<file path="src/rtl/slcrc_pkg.sv">
// Purpose: Shared constants and types of the line check unit
// Assumes: One clock, synchronous active-high reset
// Notes:   Polynomials are written with the x^16 term implied
package slcrc_pkg;

  localparam int unsigned CRC_W = 16;

  // Feedback taps, x^16 implied
  localparam logic [15:0] POLY_CCITT = 16'h1021;
  localparam logic [15:0] POLY_CRC16 = 16'h8005;

  // Presets per mode
  localparam logic [15:0] PRESET_BYTE = 16'h0000;
  localparam logic [15:0] PRESET_BIT  = 16'hFFFF;

  // Receive residues
  localparam logic [15:0] RESIDUE_BYTE = 16'h0000;
  localparam logic [15:0] RESIDUE_BIT  = 16'h1D0F;

  // Register offsets (byte addresses)
  localparam logic [3:0] ADDR_CTRL   = 4'h0;
  localparam logic [3:0] ADDR_STATUS = 4'h4;
  localparam logic [3:0] ADDR_MASK   = 4'h8;
  localparam logic [3:0] ADDR_TXCHK  = 4'hC;

  // Control register fields
  localparam int unsigned CTRL_MODE_BIT  = 0;
  localparam int unsigned CTRL_STRAP_BIT = 1;
  localparam logic [1:0]  CTRL_RESET     = 2'h2;

  // Status / mask fields
  localparam int unsigned EV_MATCH  = 0;
  localparam int unsigned EV_TXDONE = 1;
  localparam int unsigned EV_W      = 2;
  localparam logic [1:0]  MASK_RESET = 2'h0;

  typedef enum logic [2:0] {
    SLC_TX_IDLE  = 3'b001,
    SLC_TX_DATA  = 3'b010,
    SLC_TX_CHECK = 3'b100
  } slc_tx_state_t;

  typedef struct packed {
    logic valid;
    logic data;
    logic startTag;
    logic endTag;
  } slc_tx_bit_t;

  typedef struct packed {
    logic valid;
    logic data;
    logic frameStart;
  } slc_rx_bit_t;

  typedef struct packed {
    logic valid;
    logic data;
  } slc_line_bit_t;

endpackage : slcrc_pkg

</file>
<file path="src/rtl/slc_crc_step.sv">
// Purpose: One serial step of a configurable 16-bit division register
// Assumes: Combinational; caller registers the result
// Notes:   Taps chosen per mode, shared by transmit and receive
`timescale 1ns/1ns
module slc_crc_step
  import slcrc_pkg::*;
(
  input  wire logic             bitMode,
  input  wire logic [CRC_W-1:0] crcIn,
  input  wire logic             dataIn,
  output logic      [CRC_W-1:0] crcOut
);

  logic             fb;
  logic [CRC_W-1:0] poly;

  always_comb begin
    fb     = crcIn[CRC_W-1] ^ dataIn;
    poly   = bitMode ? POLY_CCITT : POLY_CRC16;
    crcOut = {crcIn[CRC_W-2:0], 1'b0} ^ (fb ? poly : '0);
  end

endmodule : slc_crc_step

</file>
<file path="src/rtl/slc_line_crc.sv">
// Purpose: Transmit and receive check logic of a synchronous line unit
// Assumes: One bit per valid strobe on each path, same clock as the bus
// Notes:   Message end is judged by software, not counted here
//
// The address-and-strobe port and the register addresses were chosen for this implementation.
`timescale 1ns/1ns
module slc_line_crc
  import slcrc_pkg::*;
(
  input  wire logic          clk,
  input  wire logic          srst,
  input  wire logic [3:0]    regAddr,
  input  wire logic [31:0]   regWdata,
  input  wire logic          regWr,
  input  wire logic          regRd,
  output logic      [31:0]   regRdata,
  input  wire slc_tx_bit_t   txIn,
  output logic               txReady,
  output slc_line_bit_t      txLine,
  input  wire slc_rx_bit_t   rxIn,
  output logic               matchFlag,
  output logic               irq
);

  // ==========================================================
  // Register file
  // ==========================================================
  logic [1:0]     ctrl_reg;
  logic [1:0]     ctrl_next;
  logic [EV_W-1:0] status_reg;
  logic [EV_W-1:0] status_next;
  logic [EV_W-1:0] mask_reg;
  logic [EV_W-1:0] mask_next;
  logic [31:0]    rdata_reg;
  logic [31:0]    rdata_next;
  logic           irq_reg;
  logic           irq_next;
  logic [EV_W-1:0] events;

  logic bitMode;
  logic strapFit;
  assign bitMode  = ctrl_reg[CTRL_MODE_BIT];
  assign strapFit = ctrl_reg[CTRL_STRAP_BIT];

  // ==========================================================
  // Transmit path
  // ==========================================================
  slc_tx_state_t    txState_reg;
  slc_tx_state_t    txState_next;
  logic [CRC_W-1:0] txCrc_reg;
  logic [CRC_W-1:0] txCrc_next;
  logic [CRC_W-1:0] txStep;
  logic [CRC_W-1:0] txWord;
  logic             txLoad;
  logic             txShift;
  logic             serBit;
  logic             serLast;
  slc_line_bit_t    txLine_reg;
  slc_line_bit_t    txLine_next;
  logic             txReady_reg;
  logic             txReady_next;
  logic             txDoneEv;

  function automatic logic [CRC_W-1:0] presetFor(input logic bm);
    presetFor = bm ? PRESET_BIT : PRESET_BYTE;
  endfunction : presetFor

  slc_crc_step u_tx_step (
    .bitMode (bitMode),
    .crcIn   (txCrc_reg),
    .dataIn  (txIn.data),
    .crcOut  (txStep)
  );

  // Built from the stepped value so the end-tagged bit is covered
  always_comb begin
    txWord = txStep;
    if (bitMode) begin
      txWord = ~txWord;
    end
    if (!strapFit) begin
      txWord = ~txWord;
    end
  end

  slc_tx_serial u_tx_ser (
    .clk    (clk),
    .srst   (srst),
    .load   (txLoad),
    .word   (txWord),
    .shift  (txShift),
    .outBit (serBit),
    .last   (serLast)
  );

  always_comb begin
    txState_next = txState_reg;
    txCrc_next   = txCrc_reg;
    txLine_next  = '0;
    txReady_next = 1'b1;
    txLoad       = 1'b0;
    txShift      = 1'b0;
    txDoneEv     = 1'b0;
    case (txState_reg)
      SLC_TX_IDLE, SLC_TX_DATA: begin
        if (txIn.valid && txReady_reg) begin
          txLine_next.valid = 1'b1;
          txLine_next.data  = txIn.data;
          if (txIn.startTag) begin
            txCrc_next   = presetFor(bitMode);
            txState_next = SLC_TX_IDLE;
          end else begin
            txCrc_next   = txStep;
            txState_next = SLC_TX_DATA;
          end
          if (txIn.endTag && !txIn.startTag) begin
            txLoad       = 1'b1;
            txState_next = SLC_TX_CHECK;
            txReady_next = 1'b0;
          end
        end
      end
      SLC_TX_CHECK: begin
        txReady_next      = 1'b0;
        txShift           = 1'b1;
        txLine_next.valid = 1'b1;
        txLine_next.data  = serBit;
        if (serLast) begin
          txCrc_next   = presetFor(bitMode);
          txState_next = SLC_TX_IDLE;
          txReady_next = 1'b1;
          txDoneEv     = 1'b1;
        end
      end
      default: begin
        txState_next = SLC_TX_IDLE;
      end
    endcase
  end

  always_ff @(posedge clk) begin
    if (srst) begin
      txState_reg <= SLC_TX_IDLE;
      txCrc_reg   <= PRESET_BYTE;
      txLine_reg  <= '0;
      txReady_reg <= 1'b1;
    end else begin
      txState_reg <= txState_next;
      txCrc_reg   <= txCrc_next;
      txLine_reg  <= txLine_next;
      txReady_reg <= txReady_next;
    end
  end

  assign txLine  = txLine_reg;
  assign txReady = txReady_reg;

  // ==========================================================
  // Receive path
  // ==========================================================
  logic [CRC_W-1:0] rxCrc_reg;
  logic [CRC_W-1:0] rxCrc_next;
  logic [CRC_W-1:0] rxStep;
  logic [CRC_W-1:0] rxSeed;
  logic             match_reg;
  logic             match_next;
  logic             matchEv;

  always_comb begin
    rxSeed = presetFor(bitMode);
  end

  slc_crc_step u_rx_step (
    .bitMode (bitMode),
    .crcIn   (rxIn.frameStart ? rxSeed : rxCrc_reg),
    .dataIn  (rxIn.data),
    .crcOut  (rxStep)
  );

  // Only a good/bad verdict; no count or location, software picks the end
  always_comb begin
    rxCrc_next = rxCrc_reg;
    if (rxIn.valid) begin
      rxCrc_next = rxStep;
    end else if (rxIn.frameStart) begin
      rxCrc_next = rxSeed;
    end
    // Mode of the coming cycle, so a mode write never leaves a stale flag
    match_next = ctrl_next[CTRL_MODE_BIT] ? (rxCrc_next == RESIDUE_BIT)
                                          : (rxCrc_next == RESIDUE_BYTE);
    matchEv = match_next && !match_reg;
  end

  always_ff @(posedge clk) begin
    if (srst) begin
      rxCrc_reg <= PRESET_BYTE;
      match_reg <= 1'b1;
    end else begin
      rxCrc_reg <= rxCrc_next;
      match_reg <= match_next;
    end
  end

  assign matchFlag = match_reg;

  // ==========================================================
  // Bus slave and interrupt
  // ==========================================================
  always_comb begin
    events                = '0;
    events[EV_MATCH]      = matchEv;
    events[EV_TXDONE]     = txDoneEv;
    ctrl_next             = ctrl_reg;
    mask_next             = mask_reg;
    status_next           = status_reg;
    rdata_next            = '0;
    if (regWr && regAddr == ADDR_CTRL) begin
      ctrl_next = regWdata[1:0];
    end
    if (regWr && regAddr == ADDR_MASK) begin
      mask_next = regWdata[EV_W-1:0];
    end
    if (regRd) begin
      case (regAddr)
        ADDR_CTRL:   rdata_next = {30'h0, ctrl_reg};
        ADDR_STATUS: begin
          rdata_next  = {30'h0, status_reg};
          status_next = '0;
        end
        ADDR_MASK:   rdata_next = {30'h0, mask_reg};
        ADDR_TXCHK:  rdata_next = {16'h0, txCrc_reg};
        default:     rdata_next = '0;
      endcase
    end
    // Set beats clear so no event is lost in the reading cycle
    status_next = status_next | events;
    irq_next    = |(status_next & mask_next);
  end

  always_ff @(posedge clk) begin
    if (srst) begin
      ctrl_reg   <= CTRL_RESET;
      mask_reg   <= MASK_RESET;
      status_reg <= '0;
      rdata_reg  <= '0;
      irq_reg    <= 1'b0;
    end else begin
      ctrl_reg   <= ctrl_next;
      mask_reg   <= mask_next;
      status_reg <= status_next;
      rdata_reg  <= rdata_next;
      irq_reg    <= irq_next;
    end
  end

  assign regRdata = rdata_reg;
  assign irq      = irq_reg;

  // ==========================================================
  // Assertion helpers
  // ==========================================================
  // A counter stands in for a long repeat, which would unroll badly
  logic [4:0] chkLen_reg;
  logic [4:0] chkLen_next;

  always_comb begin
    chkLen_next = 5'h00;
    if (txState_reg == SLC_TX_CHECK) begin
      chkLen_next = chkLen_reg + 5'h01;
    end
  end

  always_ff @(posedge clk) begin
    if (srst) begin
      chkLen_reg <= 5'h00;
    end else begin
      chkLen_reg <= chkLen_next;
    end
  end

  // ==========================================================
  // Assertions
  // ==========================================================
  byte_match_a: assert property (@(posedge clk) disable iff (srst)
    !bitMode |-> (matchFlag == (rxCrc_reg == RESIDUE_BYTE)))
    else $error("byte mode match flag wrong");

  bit_match_a: assert property (@(posedge clk) disable iff (srst)
    bitMode |-> (matchFlag == (rxCrc_reg == RESIDUE_BIT)))
    else $error("bit mode match flag wrong");

  rx_hold_a: assert property (@(posedge clk) disable iff (srst)
    !rxIn.valid && !rxIn.frameStart |=> $stable(rxCrc_reg))
    else $error("receive register moved without a bit");

  rx_preset_a: assert property (@(posedge clk) disable iff (srst)
    bitMode && rxIn.frameStart && !rxIn.valid |=> rxCrc_reg == PRESET_BIT)
    else $error("receive preset not all ones");

  tx_tag_preset_a: assert property (@(posedge clk) disable iff (srst)
    txIn.valid && txReady && txIn.startTag && !txIn.endTag
      |=> txCrc_reg == (bitMode ? PRESET_BIT : PRESET_BYTE))
    else $error("start tag did not preset");

  tx_check_len_a: assert property (@(posedge clk) disable iff (srst)
    txLoad |-> ##17 (txState_reg == SLC_TX_IDLE && chkLen_reg == 5'h10))
    else $error("check word not sixteen bits");

  tx_check_cap_a: assert property (@(posedge clk) disable iff (srst)
    txState_reg == SLC_TX_CHECK |-> chkLen_reg < 5'h10)
    else $error("check word longer than sixteen bits");

  tx_first_bit_a: assert property (@(posedge clk) disable iff (srst)
    txLoad && $stable(ctrl_reg) |=> ##1
      txLine.data == ($past(txCrc_reg[CRC_W-1]) ^ bitMode ^ !strapFit))
    else $error("check word polarity wrong");

  tx_stall_a: assert property (@(posedge clk) disable iff (srst)
    txState_reg == SLC_TX_CHECK |-> !txReady)
    else $error("ready high while sending check");

  irq_a: assert property (@(posedge clk) disable iff (srst)
    irq == |(status_reg & mask_reg))
    else $error("interrupt level wrong");

  cov_tx_c: cover property (@(posedge clk) disable iff (srst) txDoneEv);
  cov_match_c: cover property (@(posedge clk) disable iff (srst) bitMode && matchEv);
  cov_byte_c: cover property (@(posedge clk) disable iff (srst) !bitMode && matchEv);
  cov_irq_c: cover property (@(posedge clk) disable iff (srst) irq);

endmodule : slc_line_crc

</file>
<file path="src/rtl/slc_tx_serial.sv">
// Purpose: Shift-out of the transmit check word
// Assumes: Loaded once, shifted one bit per enable
// Notes:   Most significant bit goes first on the line
`timescale 1ns/1ns
module slc_tx_serial
  import slcrc_pkg::*;
(
  input  wire logic             clk,
  input  wire logic             srst,
  input  wire logic             load,
  input  wire logic [CRC_W-1:0] word,
  input  wire logic             shift,
  output logic                  outBit,
  output logic                  last
);

  logic [CRC_W-1:0] sh_reg;
  logic [CRC_W-1:0] sh_next;
  logic [4:0]       cnt_reg;
  logic [4:0]       cnt_next;

  always_comb begin
    sh_next  = sh_reg;
    cnt_next = cnt_reg;
    if (load) begin
      sh_next  = word;
      cnt_next = 5'h0;
    end else if (shift) begin
      sh_next  = {sh_reg[CRC_W-2:0], 1'b0};
      cnt_next = cnt_reg + 5'h1;
    end
  end

  always_ff @(posedge clk) begin
    if (srst) begin
      sh_reg  <= '0;
      cnt_reg <= 5'h0;
    end else begin
      sh_reg  <= sh_next;
      cnt_reg <= cnt_next;
    end
  end

  assign outBit = sh_reg[CRC_W-1];
  assign last   = (cnt_reg == 5'(CRC_W - 1));

endmodule : slc_tx_serial

</file>
<file path="config.mk">
export PLATFORM = sky130hd
export DESIGN_NAME = slc_line_crc
export DESIGN_NICKNAME = d
export VERILOG_FILES = /design/src/rtl/slcrc_pkg.sv /design/src/rtl/slc_crc_step.sv /design/src/rtl/slc_line_crc.sv /design/src/rtl/slc_tx_serial.sv
export SDC_FILE = /design/constraint.sdc
export NUM_CORES = 1
export LEC_CHECK = 0
export BUFFER_PORTS_ARGS = -buffer_cell sky130_fd_sc_hd__buf_2
export CAP_MARGIN = 15
export CORE_MARGIN = 3
export CORE_UTILIZATION = 54
export CTS_CLUSTER_SIZE = 12
export DETAILED_ROUTE_END_ITERATION = 8
export GPL_TIMING_DRIVEN = 0
export MAX_ROUTING_LAYER = met4
export PLACE_DENSITY = 0.85
export SLEW_MARGIN = 30
export SYNTH_ARGS = -nofsm -noshare
export SYNTH_HDL_FRONTEND = slang
export SYNTH_SLANG_ARGS = --single-unit
</file>
<file path="constraint.sdc">
create_clock -name clk -period 2.8 [get_ports clk]
set_clock_uncertainty 0.15 [all_clocks]
set_input_delay 0 -clock clk [delete_from_list [all_inputs] [get_ports clk]]
set_output_delay 0 -clock clk [all_outputs]
set_load 0.02 [all_outputs]
</file>
==> flow_metrics.py, run 1 <==
metrics = {
    "clock_network": {
        "cts_max_level": 3,
        "cts_sinks": 83,
        "cts.path.max_buffers": 2,
        "numCtsBuffers": 9,
        "cts.clk_slew.worst_paths_ps": 80,
        "cts_tree": "yes",
        "clock-root-buffer": "clkbuf_8",
        "postCtsSetupBuffers": 0,
        "clock_latency_ps": 360,
    },
    "synthesis": {
        "dominantRegCellSynth": "dfxtp_1",
        "ys_seq_area_share_pct": 42.1,
        "ys_ff_latch": 83,
        "syn_inst": 459,
        "ys_warn_count": 0,
        "async_flop_share_pct": 0,
        "syn_avg_cell_area_sq_um": 8.60,
        "synth_cell_types": 63,
        "synth_edf_count": 0,
        "mappedNetlistArea_sq_um": 3950,
    },
    "setup_path": {
        "path_common_cell": "dlygate4sd3_1",
        "cp_slowest_cell": "dlygate4sd3_1",
        "max_stage_delay_ps": 620,
        "crit_arrival_ps": 2850,
        "worstSetupEndpointType": "flop",
        "crit_type": "input pin to flop",
        "reg2reg_depth": 6,
        "path_max_fanout": 3,
        "setup.worst_path.start_class": "input pin",
        "worstPathRequired_ps": 2940,
        "path_cells": "dlygate4sd3_1, buf_2, nor4b_4, dlygate4sd3_1, nand3_1, dlygate4sd3_1, a21oi_2, a22o_1, a32oi_1, o31ai_2",
    },
    "detailed_routing": {
        "via_per_inst": 5.69,
        "vias": 3639,
        "routed_wl_mm": 9.70,
        "wl_per_cell_microns": 15.1,
        "drc_errors": 0,
        "drt_iter0_markers": 444,
        "drt_pass1_iterations": 6,
        "ant_nets": 0,
    },
    "placement": {
        "dp_hpwl_mm": 6.40,
        "portBuffers": 35,
        "gp_congestion": 0.939,
        "placedCellCount": 605,
        "place_area_sq_um": 4300,
    },
    "power_and_ir_drop": {
        "ir_drop_v": 0.000324,
        "p_leak_uw": 0.00197,
        "power.density_nw_per_um2": 539,
        "power_uw": 2550,
    },
    "die": {
        "die_x_microns": 91.5,
        "die_h_microns": 91.5,
        "start_util_pct": 56.9,
        "die-area_sq_um": 8380,
        "coreArea_sq_um": 6940,
        "core.rowCount": 30,
        "boundaryPins": 84,
    },
    "global_routing": {
        "grt_max_degree": 16,
        "antenna_found_initial": 0,
        "globalRouteTotalUtil_pct": 24.5,
        "first_global_vias": 3490,
        "grt_overflow": 0,
        "grt_pass1_wl_mm": 16.2,
    },
    "timing": {
        "fin_crit_sh_pct": 96.9,
        "rsz0062_at_grt": "false",
        "max_freq_mhz": 368,
        "final_max_slew_viol_count": 0,
        "finalSetupViolations": 0,
        "slew_headroom_pct": 51.4,
        "fin_crit_ps": 2710,
        "hold_violations": 0,
        "tightest_slew_ps": 723,
        "fin_setup_tns_ps": 0,
    },
    "status": {
        "status": "complete, no violations",
    },
    "final_layout": {
        "fin_cells": 640,
        "fin_nets": 590,
        "layout_commonest_cell": "dfxtp_1",
        "layout_common_cells": "dfxtp_1, nor2_1, nand2_1, buf_2, a21oi_1",
        "post-route-util_pct": 68.0,
        "syn_to_final_growth_pct": 19.6,
        "drive_gt1_share_pct": 16.7,
        "diodes": 0,
        "final_area_sq_um": 4720,
    },
    "worst_hold_path": {
        "min_path_type": "input pin to flop",
        "holdPathStages": 6,
    },
    "flow_run": {
        "drv_cap": 0,
    },
}
==> metal layers <==
metal	vias up	track usage (%)	share of wire, %
li1	1736	-	-
met3	43	6.96	6.8
met2	172	40.4	50
met5	-	-	0
met4	0	11.4	4.1
met1	1688	27.4	39
==> repair_timing <==
action	in CTS	in global routing
setup endpoints to repair	0	1
resized for setup	0	4
hold buffers	19	0
hold endpoints to repair	18	0
==> metrics by stage <==
step / hold slack, ps / setup slack (ps)
after global routing: 75.0 / 3.27
after detailed placement: 96.0 / 444
after CTS: 8.76 / 102
after floorplan: -25.7 / 844
final: 21.1 / 85.9
after global placement: 90.9 / 520
==> cells by family (layout without fill, tap and decap cells) <==
logic type	after synthesis	count (layout)	share of synthesized area [%]
AOI/OAI and AO/OA	100	100	17.4
xor gates and xnor gates	28	28	6.21
adders and majority gates	4	4	1.27
buffers and inverters	54	124	7.07
DFF	83	83	42.1
muxes	14	14	4.40
other	1	16	0.0950
and+or+nand+nor	175	175	21.5
==> critical path, delay by kind of cell <==
kind                   cells  cell delay [ps]
AO/OA/AOI/OAI              4              510
buffers and inverters      4             1930
AND/OR/NAND/NOR            2              400
==> worst paths after layout <==
| kind | from | endpoint | slack [ps] |
|---|---|---|---|
| setup reg to reg | ctrl_reg[0] | txCrc_reg[2] | 260 |
| hold / removal | txIn[1] | txState_reg[0] | 20 |
| setup / recovery | regAddr[1] | irq | 90 |
| hold reg to reg | u_tx_ser.sh_reg[0] | u_tx_ser.sh_reg[0] | 320 |
==> Yosys cell counts (3+ instances only) <==
library cell	instances	area share, %
a22oi_1	3	0.57
buf_2	4	0.51
dfxtp_1	83	42
nand4_1	3	0.48
nand3b_1	3	0.57
nand2b_1	7	1.1
o21ai_0	11	1.4
nand2_1	51	4.8
clkbuf_1	24	2.3
a211oi_1	4	0.76
ha_1	4	1.3
mux2i_1	8	2.0
nor3_1	19	2.4
nand3_1	7	0.89
and2_1	15	2.4
buf_4	17	3.2
nor2_1	52	4.9
inv_1	7	0.67
o311ai_0	5	1.1
xnor2_1	6	1.3
and3_1	5	0.79
xor2_1	22	4.9
a21oi_1	37	4.7
a311oi_1	13	2.9
o22ai_1	3	0.48
==> power breakdown <==
part	total [uW]	leakage [uW]	switching, uW	internal, uW
Combinational	374	0.00119	220	154
Clock	892	0.000103	447	445
Sequential	1280	0.000677	49.6	1230
Total	2550	0.00197	717	1830
==> area by class of cell <==
cell class | instances | area [sq um]
fill | 529 | 2220
multi-input combinational | 337 | 2090
sequential | 83 | 1660
timing repair buffer | 54 | 365
buffer | 47 | 253
clock buffer | 10 | 138
tap | 96 | 120
clock inverter | 6 | 72.6
inverter | 7 | 26.3
(Power assumes the default switching activity.)
==> run 2, diff against run 1 <==
CELL_PAD_IN_SITES_DETAIL_PLACEMENT = 1   (was not set)
CELL_PAD_IN_SITES_GLOBAL_PLACEMENT = 1   (was not set)
CORE_UTILIZATION = 42   (was 54)
PLACE_DENSITY = 0.86   (was 0.85)
SYNTH_HIERARCHICAL = 1   (was not set)
==> run 2 against run 1 <==
Wire length is 22% higher. Synthesized area increased by 8.9%. Maximum frequency is 0.74% higher. Non-clock buffer count grew 19. Final cell count is 8.1% higher. Register-to-register slack worse by 150 ps. Synthesized cell count increased by 3.3%. Sequential share of layout area down 2.6 points. Power increased by 0.38%. Final area is 8.3% higher. Sequential cell count did not move. Clock-buffer cell count down 1. Critical path type is now flop to flop. Highest routed layer unchanged.
==> flow_metrics.py, run 2 <==
metrics = {
    "status": {
        "status": "complete, no violations",
    },
    "clock_network": {
        "cts_tree": "yes",
        "cts_max_level": 3,
        "clock-root-buffer": "clkbuf_8",
        "cts_sinks": 83,
        "cts.clk_slew.worst_paths_ps": 90,
        "cts.path.max_buffers": 2,
        "clock_latency_ps": 360,
        "numCtsBuffers": 9,
    },
    "setup_path": {
        "crit_arrival_ps": 2810,
        "r2r-end": "irq",
        "worstPathRequired_ps": 2920,
        "reg2reg_slack_ps": 110,
        "setup.worst_path.start_class": "flop",
        "path_max_fanout": 9,
        "worstSetupEndpointType": "flop",
        "reg2reg_depth": 9,
        "rr_startpoint": "ctrl_reg[0]",
        "crit_type": "flop to flop",
    },
    "die": {
        "boundaryPins": 84,
        "start_util_pct": 43.6,
        "coreArea_sq_um": 9860,
        "core.rowCount": 36,
        "die-area_sq_um": 11500,
        "die_x_microns": 107,
        "die_h_microns": 107,
    },
    "synthesis": {
        "syn_inst": 474,
        "ys_ff_latch": 83,
        "yosys-top-cells-area": "dfxtp_1, buf_4, mux2i_1, xnor2_1, nor2_1",
        "synth_top_area_share_pct": 38.6,
        "async_flop_share_pct": 0,
        "synth_cell_types": 65,
        "ys_warn_count": 6,
        "syn_avg_cell_area_sq_um": 9.07,
        "synthMostInstantiatedCell": "dfxtp_1",
        "synthTopCellsByCount": "dfxtp_1, nor2_1, buf_4, nand2_1, mux2i_1",
        "dominantRegCellSynth": "dfxtp_1",
        "mappedNetlistArea_sq_um": 4300,
        "synth_edf_count": 0,
        "ys_seq_area_share_pct": 38.6,
        "yosysTopAreaCell": "dfxtp_1",
    },
    "timing": {
        "tightest_slew_ps": 577,
        "fin_crit_sh_pct": 96.2,
        "rsz0062_at_grt": "false",
        "final_max_slew_viol_count": 0,
        "fin_crit_ps": 2690,
        "slew_headroom_pct": 61.3,
        "layout_setup_ws_ps": 106,
        "hold_violations": 0,
        "max_freq_mhz": 371,
        "fin_setup_tns_ps": 0,
        "finalSetupViolations": 0,
    },
    "worst_hold_path": {
        "holdPathStages": 4,
        "hold_end": "txLine[1]",
        "min_path_type": "input pin to flop",
        "hold_path_startpoint": "txIn[3]",
    },
    "global_routing": {
        "grt_overflow": 0,
        "antenna_found_initial": 0,
        "first_global_vias": 3944,
        "globalRouteTotalUtil_pct": 21.7,
        "grt_max_degree": 18,
        "grt_pass1_wl_mm": 19.2,
    },
    "final_layout": {
        "fillCellCount": 1143,
        "diodes": 0,
        "drive_gt1_share_pct": 24.7,
        "layout_commonest_cell": "dfxtp_1",
        "fin_nets": 603,
        "syn_to_final_growth_pct": 19.0,
        "layout_common_cells": "dfxtp_1, nor2_1, buf_4, buf_2, nand2_1",
    },
    "placement": {
        "dp_hpwl_mm": 8.17,
        "gp_congestion": 0.942,
        "portBuffers": 35,
        "pre_cts_ws_ps": -269,
    },
    "power_and_ir_drop": {
        "ir_drop_v": 0.000224,
        "power.density_nw_per_um2": 500,
        "p_leak_uw": 0.00210,
    },
    "detailed_routing": {
        "via_per_inst": 5.22,
        "drt_iter0_markers": 129,
        "routed_wl_mm": 11.8,
        "drt_pass1_iterations": 4,
        "drc_errors": 0,
        "wl_per_cell_microns": 17.0,
        "vias": 3615,
        "ant_nets": 0,
    },
    "flow_run": {
        "drv_cap": 0,
    },
}
## run 2: stage by stage
| stage | hold WS, ps | std cells | power (uW) | area, sq um | utilization, % |
|---|---|---|---|---|---|
| after floorplan | -2.22 | 489 | 1600 | 4360 | - |
| after global placement | 124 | 657 | 1680 | 4700 | 47.6 |
| after detailed placement | 130 | 657 | 1700 | 4700 | 47.6 |
| after CTS | 0.330 | 690 | 2560 | 5070 | 51.4 |
| after global routing | 15.5 | 692 | 2680 | 5120 | 51.9 |
| final | 6.39 | 692 | 2560 | 5120 | 51.9 |
## run 2: kinds of logic after synthesis
logic type,share of synthesized area [%]
and+or+nand+nor,18.5
buffers and inverters,13.1
DFF,38.6
AOI/OAI and AO/OA,15.5
other,0.0872
muxes,7.54
xor gates and xnor gates,6.08
adders and majority gates,0.582
## run 2: final cells by class
| class | count | area [sq um] | area share (%) |
|---|---|---|---|
| buffer | 66 | 470 | 9.19 |
| clock buffer | 9 | 124 | 2.42 |
| clock inverter | 7 | 67.6 | 1.32 |
| inverter | 25 | 93.8 | 1.83 |
| multi-input combinational | 315 | 2170 | 42.4 |
| sequential | 83 | 1670 | 32.5 |
| tap | 133 | 166 | 3.25 |
| timing repair buffer | 54 | 358 | 6.99 |
## run 2: worst max-delay path by stage
stage                      startpoint  slack (ps)  cells after the start             to
final                     ctrl_reg[0]         110                      9            irq
after floorplan           ctrl_reg[0]         240                      9  status_reg[0]
after CTS                  regAddr[2]          20                      9            irq
after global routing      ctrl_reg[0]          10                      9            irq
after detailed placement  ctrl_reg[0]        -270                      9  status_reg[0]
after global placement    ctrl_reg[0]        -240                      9            irq
## run 2: timing repair
action / 4_1_cts / 5_1_grt
setup buffers: 0 / 3
gates resized for setup: 4 / 8
pin swaps: 0 / 1
hold endpoints to repair: 27 / 0
hold buffers: 17 / 0
endpoints found under the setup margin: 3 / 2
## run 2: power by group
part / internal, uW / switching, uW / total (uW)
combinational: 192 / 242 / 434
clock: 344 / 511 / 855
sequential: 1230 / 38.8 / 1270
## run 2: per-layer routing
| metal | vias up | global-route usage (%) | wire length, microns |
|---|---|---|---|
| met5 | - | - | 0 |
| met4 | 0 | 8.40 | 182 |
| met3 | 16 | 2.89 | 285 |
| met2 | 57 | 40.0 | 6450 |
| met1 | 1799 | 23.4 | 4870 |
| li1 | 1743 | - | - |
## run 2: worst max-delay path, stage by stage (launching register included)
cell       delay [ps]
dfxtp_4           400
nand2_2           130
o21ai_1           170
xor2_1            300
nand2_1           200
xnor2_1           190
nor4_2            380
o22ai_1           170
a2bb2oi_1         220
o31ai_1           280
